**src/input_decoder_params.svh**
```systemverilog
// function codes, field widths and reset values of the digital input decoder
// assumes inclusion from the package and design modules by bare name
`ifndef INPUT_DECODER_PARAMS_SVH
`define INPUT_DECODER_PARAMS_SVH

`define TERMINAL_COUNT   9
`define CODE_WIDTH       5
`define FUNC_COUNT       26
`define FREQ_WIDTH       16
`define CODE_SPEED0      5'h00
`define CODE_RUNLATCH    5'h03
`define CODE_COAST       5'h04
`define CODE_CLEAR       5'h05
`define CODE_EXTFAULT    5'h06
`define CODE_INCHING     5'h07
`define CODE_FREQSEL     5'h08
`define CODE_BRAKE       5'h09
`define CODE_SPEEDUP     5'h0a
`define CODE_SPEEDDOWN   5'h0b
`define CODE_EDIT        5'h0c
`define CODE_INVERSE     5'h0d
`define CODE_INTERLOCK   5'h0e
`define CODE_LINK        5'h0f
`define CODE_GENERAL     5'h10
`define CODE_MOTOR1      5'h11
`define CODE_MOTORBIT0   5'h16
`define CODE_PARITY      5'h19
`define CODE_NONE        5'h1f
`define FUNCS_RESET      26'h0000000

`endif

```
**src/input_decoder_pkg.sv**
```systemverilog
// types shared by the digital input decoder modules
// assumes the params header sits in the same folder
`include "input_decoder_params.svh"
package input_decoder_pkg;

	typedef logic [`CODE_WIDTH-1:0]  func_code_t;
	typedef logic [`FUNC_COUNT-1:0]  func_vec_t;
	typedef logic [`FREQ_WIDTH-1:0]  freq_t;

	typedef enum logic [1:0] {ST_STOP, ST_START, ST_RUN, ST_TRIP} run_state_t;

	typedef enum logic [1:0] {FS_METHOD, FS_PRESET, FS_INCHING} freq_src_t;

	typedef struct packed {
		logic [`TERMINAL_COUNT-1:0] syncA;
		logic [`TERMINAL_COUNT-1:0] syncB;
	} sync_state_t;

	typedef struct packed {
		func_vec_t  funcs;
		run_state_t runState;
		logic       fwdLatch;
		logic       revLatch;
		logic       overheat;
		logic       alarm;
		logic       clearSeen;
		logic       runForward;
		logic       runReverse;
		logic       outputOn;
		logic       startFromBase;
		logic       rampUp;
		logic       rampDown;
		logic       useMethod2;
		freq_src_t  freqSource;
		logic [2:0] presetIndex;
		freq_t      freqTarget;
		logic       brakeRequest;
		logic       editPermit;
		logic       inverseAnalogSelect;
		logic       powerFailInterlock;
		logic       linkAccept;
		logic       generalReadableInput;
		logic [4:0] motorOneHot;
		logic [2:0] motorNumberBits;
		logic       motorParity;
	} dec_state_t;

endpackage : input_decoder_pkg

```
**src/input_synchronizer.sv**
```systemverilog
// two-stage synchroniser for the contact input terminals
// assumes terminal levels are already clean of contact bounce
`timescale 1ns/1ps
`include "input_decoder_params.svh"
module input_synchronizer
	import input_decoder_pkg::*;
(
	input  wire logic                       core_clk,
	input  wire logic                       reset_n,
	input  wire logic [`TERMINAL_COUNT-1:0] rawIn,
	output logic      [`TERMINAL_COUNT-1:0] syncOut
);

	sync_state_t state;
	sync_state_t next_state;

	// first stage feeds only the second stage
	always_comb
	begin
		next_state.syncA = rawIn;
		next_state.syncB = state.syncA;
	end

	always_ff @(posedge core_clk or negedge reset_n)
	begin
		if (!reset_n)
			state <= '0;
		else
			state <= next_state;
	end

	assign syncOut = state.syncB;

endmodule : input_synchronizer

```
**src/digital_input_function_decoder.sv**
```systemverilog
// maps nine contact terminals onto drive commands by function code
// assumes function codes and frequencies are held stable by the caller
`timescale 1ns/1ps
`include "input_decoder_params.svh"
module digital_input_function_decoder
	import input_decoder_pkg::*;
(
	input  wire logic                       core_clk,
	input  wire logic                       reset_n,
	input  wire logic [`TERMINAL_COUNT-1:0] inputTerminal,
	input  wire logic [`TERMINAL_COUNT*`CODE_WIDTH-1:0] terminalFunctionCode,
	input  wire logic                       forwardRunRequest,
	input  wire logic                       reverseRunRequest,
	input  wire logic                       editRequest,
	input  wire logic                       linkRunForward,
	input  wire logic                       linkRunReverse,
	input  wire logic                       linkFreqValid,
	input  wire logic [`FREQ_WIDTH-1:0]     linkFrequency,
	input  wire logic [7*`FREQ_WIDTH-1:0]   presetFrequency,
	input  wire logic [`FREQ_WIDTH-1:0]     inchingFrequency,
	input  wire logic [`FREQ_WIDTH-1:0]     methodFrequency,
	output logic                            runForward,
	output logic                            runReverse,
	output logic                            outputOn,
	output logic                            startFromBase,
	output logic                            externalOverheatAlarm,
	output logic                            alarmOutput,
	output logic                            rampUp,
	output logic                            rampDown,
	output logic                            useMethod2,
	output logic [1:0]                      freqSource,
	output logic [2:0]                      presetIndex,
	output logic [`FREQ_WIDTH-1:0]          freqTarget,
	output logic                            brakeRequest,
	output logic                            editPermit,
	output logic                            inverseAnalogSelect,
	output logic                            powerFailInterlock,
	output logic                            linkAccept,
	output logic                            generalReadableInput,
	output logic [4:0]                      motorSelect,
	output logic [2:0]                      motorNumberBits,
	output logic                            motorParity
);

	logic [`TERMINAL_COUNT-1:0] syncIn;
	func_vec_t                  rawFuncs;
	func_vec_t                  assigned;
	dec_state_t                 state;
	dec_state_t                 next_state;

	// terminal levels into the core clock
	input_synchronizer syncUnit (
		.core_clk (core_clk),
		.reset_n  (reset_n),
		.rawIn    (inputTerminal),
		.syncOut  (syncIn)
	);

	// per-function OR over terminals carrying that code
	genvar f;
	generate
		for (f = 0; f < `FUNC_COUNT; f++)
		begin : gFunc
			logic [`TERMINAL_COUNT-1:0] hit;
			for (genvar t = 0; t < `TERMINAL_COUNT; t++)
			begin : gTerm
				assign hit[t] = terminalFunctionCode[t*`CODE_WIDTH +:
					`CODE_WIDTH] == `CODE_WIDTH'(f);
			end
			assign assigned[f] = |hit;
			assign rawFuncs[f] = |(hit & syncIn);
		end
	endgenerate

	// decoded commands, run sequencing and frequency selection
	always_comb
	begin
		logic       coast;
		logic       clearIn;
		logic       faultOk;
		logic       runFwd;
		logic       runRev;
		logic       anyRun;
		logic [2:0] idx;
		next_state = state;
		idx = 3'h0;
		next_state.funcs = rawFuncs;
		// unassigned external fault reads closed, registered with the rest
		next_state.funcs[`CODE_EXTFAULT] = rawFuncs[`CODE_EXTFAULT] |
			~assigned[`CODE_EXTFAULT];
		coast   = state.funcs[`CODE_COAST];
		clearIn = state.funcs[`CODE_CLEAR];
		faultOk = state.funcs[`CODE_EXTFAULT];
		runFwd = forwardRunRequest |
			(state.funcs[`CODE_LINK] & linkRunForward);
		runRev = reverseRunRequest |
			(state.funcs[`CODE_LINK] & linkRunReverse);
		// three-wire latch: hold while run latch is on
		if (state.funcs[`CODE_RUNLATCH])
		begin
			next_state.fwdLatch = state.fwdLatch | runFwd;
			next_state.revLatch = state.revLatch | runRev;
		end
		else
		begin
			next_state.fwdLatch = 1'b0;
			next_state.revLatch = 1'b0;
		end
		runFwd = runFwd | state.fwdLatch;
		runRev = runRev | state.revLatch;
		anyRun = runFwd ^ runRev;
		next_state.runForward = anyRun & runFwd;
		next_state.runReverse = anyRun & runRev;
		next_state.clearSeen = clearIn;
		next_state.startFromBase = 1'b0;
		case (state.runState)
			ST_STOP:
			begin
				if (!faultOk)
					next_state.runState = ST_STOP;
				else if (anyRun && !coast)
					next_state.runState = ST_START;
			end
			ST_START:
			begin
				next_state.startFromBase = 1'b1;
				next_state.runState = ST_RUN;
			end
			ST_RUN:
			begin
				if (!faultOk)
				begin
					next_state.overheat = 1'b1;
					next_state.alarm = 1'b1;
					next_state.runState = ST_TRIP;
				end
				else if (coast || !anyRun)
					next_state.runState = ST_STOP;
			end
			ST_TRIP:
			begin
				if (clearIn)
					next_state.alarm = 1'b0;
				if (state.clearSeen && !clearIn)
				begin
					next_state.overheat = 1'b0;
					next_state.runState = ST_STOP;
				end
			end
			default: next_state.runState = ST_STOP;
		endcase
		next_state.outputOn = (next_state.runState == ST_RUN) ||
			(next_state.runState == ST_START);
		// ramp requests, exclusive, only while exactly one run direction is commanded
		next_state.rampUp = anyRun & state.funcs[`CODE_SPEEDUP] &
			~state.funcs[`CODE_SPEEDDOWN];
		next_state.rampDown = anyRun & state.funcs[`CODE_SPEEDDOWN] &
			~state.funcs[`CODE_SPEEDUP];
		// frequency source priority: inching, preset, method
		idx = {state.funcs[2], state.funcs[1], state.funcs[0]};
		next_state.presetIndex = idx;
		next_state.useMethod2 = state.funcs[`CODE_FREQSEL];
		if (state.funcs[`CODE_INCHING] && anyRun)
		begin
			next_state.freqSource = FS_INCHING;
			next_state.freqTarget = inchingFrequency;
		end
		else if (idx != 3'h0)
		begin
			next_state.freqSource = FS_PRESET;
			next_state.freqTarget =
				presetFrequency[(idx - 3'h1) * `FREQ_WIDTH +: `FREQ_WIDTH];
		end
		else if (state.funcs[`CODE_LINK] && linkFreqValid)
		begin
			next_state.freqSource = FS_METHOD;
			next_state.freqTarget = linkFrequency;
		end
		else
		begin
			next_state.freqSource = FS_METHOD;
			next_state.freqTarget = methodFrequency;
		end
		// pass-through commands, edit permit also gated by editRequest
		next_state.brakeRequest = state.funcs[`CODE_BRAKE];
		next_state.editPermit = editRequest &
			(!assigned[`CODE_EDIT] || state.funcs[`CODE_EDIT]);
		next_state.inverseAnalogSelect = state.funcs[`CODE_INVERSE];
		next_state.powerFailInterlock = state.funcs[`CODE_INTERLOCK];
		next_state.linkAccept = state.funcs[`CODE_LINK];
		next_state.generalReadableInput = state.funcs[`CODE_GENERAL];
		next_state.motorOneHot = state.funcs[`CODE_MOTOR1 +: 5];
		next_state.motorNumberBits = state.funcs[`CODE_MOTORBIT0 +: 3];
		next_state.motorParity = state.funcs[`CODE_PARITY];
	end

	always_ff @(posedge core_clk or negedge reset_n)
	begin
		if (!reset_n)
			state <= '0;
		else
			state <= next_state;
	end

	// every output straight from the state register
	assign runForward            = state.runForward;
	assign runReverse            = state.runReverse;
	assign outputOn              = state.outputOn;
	assign startFromBase         = state.startFromBase;
	assign externalOverheatAlarm = state.overheat;
	assign alarmOutput           = state.alarm;
	assign rampUp                = state.rampUp;
	assign rampDown              = state.rampDown;
	assign useMethod2            = state.useMethod2;
	assign freqSource            = state.freqSource;
	assign presetIndex           = state.presetIndex;
	assign freqTarget            = state.freqTarget;
	assign brakeRequest          = state.brakeRequest;
	assign editPermit            = state.editPermit;
	assign inverseAnalogSelect   = state.inverseAnalogSelect;
	assign powerFailInterlock    = state.powerFailInterlock;
	assign linkAccept            = state.linkAccept;
	assign generalReadableInput  = state.generalReadableInput;
	assign motorSelect           = state.motorOneHot;
	assign motorNumberBits       = state.motorNumberBits;
	assign motorParity           = state.motorParity;

endmodule : digital_input_function_decoder

```
**config.mk**
```make
export PLATFORM = sky130hd
export DESIGN_NAME = digital_input_function_decoder
export DESIGN_NICKNAME = d
export VERILOG_FILES = /design/src/input_decoder_pkg.sv /design/src/input_synchronizer.sv /design/src/digital_input_function_decoder.sv
export VERILOG_INCLUDE_DIRS = /design/src
export SDC_FILE = /design/constraint.sdc
export NUM_CORES = 1
export LEC_CHECK = 0
export BUFFER_PORTS_ARGS = -buffer_cell sky130_fd_sc_hd__buf_2
export CORE_UTILIZATION = 30
export DETAILED_ROUTE_END_ITERATION = 6
export HOLD_SLACK_MARGIN = 0.08
export PLACE_DENSITY_LB_ADDON = 0.2
export SYNTH_ARGS = -nofsm -noshare
export SYNTH_HDL_FRONTEND = slang
export SYNTH_HIERARCHICAL = 1
export SYNTH_SLANG_ARGS = --single-unit
export TNS_END_PERCENT = 50
```
**constraint.sdc**
```tcl
create_clock -name core_clk -period 2.4 [get_ports core_clk]
set_clock_uncertainty 0.2 [all_clocks]
set_input_delay 0.12 -clock core_clk [delete_from_list [all_inputs] [get_ports core_clk]]
set_output_delay 0.12 -clock core_clk [all_outputs]
set_load 0.02 [all_outputs]
```
==> flow_metrics.py <==
metrics = {
    "routing": {
        "wl_met1_mm": 11.8,
        "wirelength_mm": 32.0,
        "drtIter0Drc": 767,
        "ant_nets": 0,
        "wl_met2_mm": 15.6,
        "drc_errors": 0,
        "via_per_inst": 5.79,
        "vias": 7807,
        "routed.top_layer": "met4",
        "first_pass_iters": 6,
        "wire_per_inst_microns": 23.8,
        "wl_met3_mm": 2.94,
    },
    "grt": {
        "antenna_found_initial": 1,
        "grt_overflow_total": 0,
        "track_usage": 0.271,
        "grt_pass1_vias": 7743,
        "grt_max_degree": 39,
        "grt_pass1_wl_mm": 44.9,
    },
    "place": {
        "pre_cts_slack_ps": -210,
        "place_hpwl_mm": 21.1,
        "place_area_sq_um": 7890,
        "post-place-cells": 1143,
        "port_buffers": 266,
        "gp_congestion": 0.956,
    },
    "logic_synthesis": {
        "async_flop_share": 1.00,
        "avgSynthCellArea_sq_um": 10.2,
        "yosysUniqueCellTypes": 51,
        "ys_seq_elements": 94,
        "syn-num-nets": 864,
        "ys.flop_type": "dfrtp_1",
        "yosysSeqAreaShare": 0.362,
        "synth_area_sq_um": 6490,
        "synth_enable_flop_cells": 0,
        "postSynthCellCount": 638,
        "yosysWarnings": 6,
    },
    "power_and_ir_drop": {
        "ir_drop_uv": 334,
        "p_per_area_nw_per_um2": 520,
        "p_leak_nw": 4.36,
    },
    "timing": {
        "layout_setup_ws_ps": 32.6,
        "slew_headroom": 0.576,
        "hold_violations": 0,
        "setup_tns_ps": 0,
        "hold_ws_ps": 63.7,
        "tightest_slew_ps": 634,
        "setup_viol": 0,
        "fmax_mhz": 422,
        "finalMaxSlewViolations": 0,
        "timing.final.crit_share": 0.986,
        "fin_crit_ps": 2370,
    },
    "clock_network": {
        "numCtsBuffers": 9,
        "cts_sinks": 94,
        "clk_latency_ps": 360,
        "clock_path_buffers": 2,
        "clk_root_buffer_cell": "clkbuf_16",
        "cts_tree": "yes",
        "clkTransAtPathRegs_ps": 80,
        "htree_num_levels": 3,
    },
    "layout": {
        "nets": 1293,
        "final_common_cell": "buf_2",
        "most-common-layout-cells": "buf_2 (265), dlygate4sd3_1 (185), dfrtp_1 (94)",
        "finalNonFillerCells": 1348,
        "syn2layout_area_growth_pct": 56.7,
        "drive_above_1_share": 0.345,
        "finalInstanceArea_sq_um": 10200,
    },
    "run": {
        "maxCapViolations": 0,
    },
    "setup_path": {
        "cp.arrival_ps": 2400,
        "end_kind": "flip-flop",
        "required_ps": 2430,
        "worstSetupPathType": "reg -> reg",
        "path_max_fanout": 8,
        "startpoint_type": "flip-flop",
    },
    "floorplan": {
        "die_w_microns": 149,
        "core-area_sq_um": 21100,
        "die_y_microns": 149,
        "dieArea_sq_um": 22200,
        "start_util": 0.308,
        "ios": 267,
        "rows": 53,
    },
    "hold_path": {
        "worstHoldPathType": "in -> async",
    },
    "outcome": {
        "status": "completed",
    },
}
[registers in the layout, summed over array words and instances, names as in the netlist, 2 cells and up]
| signal | cells |
|---|---|
| next_state | 19 |
| freqTarget | 16 |
| syncUnit/syncOut | 9 |
| motorNumberBits | 3 |
| presetIndex | 3 |
| motorSelect | 5 |
| state | 12 |
| freqSource | 2 |
| syncUnit/next_state | 9 |
[layer usage]
| layer | GRT usage | vias up |
|---|---|---|
| li1 | - | 3402 |
| met1 | 0.312 | 3673 |
| met2 | 0.466 | 594 |
| met3 | 0.0633 | 138 |
| met4 | 0.145 | 0 |
| met5 | 0 | - |
[synthesized netlist by cell type (17+ instances only)]
cell,instances,area share
o22a_1,21,0.028
nand2_1,28,0.016
nand2b_1,19,0.018
nor2_1,26,0.015
mux2_2,32,0.056
mux2i_1,17,0.026
nor3_1,29,0.022
buf_4,29,0.034
dfrtp_1,94,0.36
o221ai_1,19,0.026
nand4b_1,27,0.036
o22ai_1,81,0.078
or4bb_1,24,0.042
o211ai_1,22,0.025
[cell type report]
class	count	area (sq um)
repair buffers	479	3490
flip-flops and latches	94	2350
multi-input cells	477	3640
clock buffers	10	239
well taps	275	344
clock inverters	6	75.1
fillers	1928	10900
inverters	6	22.5
diodes	1	2.50
[worst max-delay path, stage by stage (launching register included)]
cell and delay, ps:
dfrtp_1 380, buf_4 150, nand2_4 90, buf_12 150, mux2_2 330, dlygate4sd3_1 580, a22oi_1 230, o21ai_1 130
[report_power, final]
group          internal, mW  total (mW)  leakage, nW  switching (mW)
logic                 0.877        1.89         3.01            1.01
clock network         0.854        1.54        0.152           0.687
registers              1.76        1.86         1.19          0.0982
total                  3.49        5.28         4.36            1.80
[worst paths after layout]
kind                                     start                      to  slack, ps  depth (start not counted)
setup reg to reg                next_state[10]           freqTarget[6]         30                          7
min in group core_clk      presetFrequency[71]           freqTarget[7]         90                          4
hold / removal                         reset_n  syncUnit/next_state[3]         60                          2
setup / recovery                next_state[10]           freqTarget[6]         30                          7
max in group asynchronous              reset_n      powerFailInterlock       1340                          3
hold reg to reg                  next_state[1]      motorNumberBits[0]        140                          0
[stage by stage]
stage | utilization | total power [mW]
after floorplan | - | 2.91
after global placement | 0.374 | 3.42
after detailed placement | 0.374 | 3.42
after CTS | 0.478 | 5.24
after global routing | 0.482 | 5.52
final | 0.482 | 5.28
[timing repair]
item	4_1_cts	5_1_grt
pin swaps	0	1
resized for setup	3	12
cloned	0	2
hold buffers	185	0
hold endpoints to repair	131	0
endpoints found under the setup margin	16	16
buffers inserted	0	1
[kinds of logic after synthesis]
family / count (synthesis) / synth area share
AO/OA/AOI/OAI: 206 / 0.225
XOR/XNOR: 1 / 0.00424
adder cells (fa/ha/maj): 4 / 0.00771
buffers and inverters: 67 / 0.0835
flip-flops: 94 / 0.362
multiplexers: 65 / 0.110
AND/OR/NAND/NOR: 201 / 0.207
Note: power is estimated with default switching activity, not from simulation.
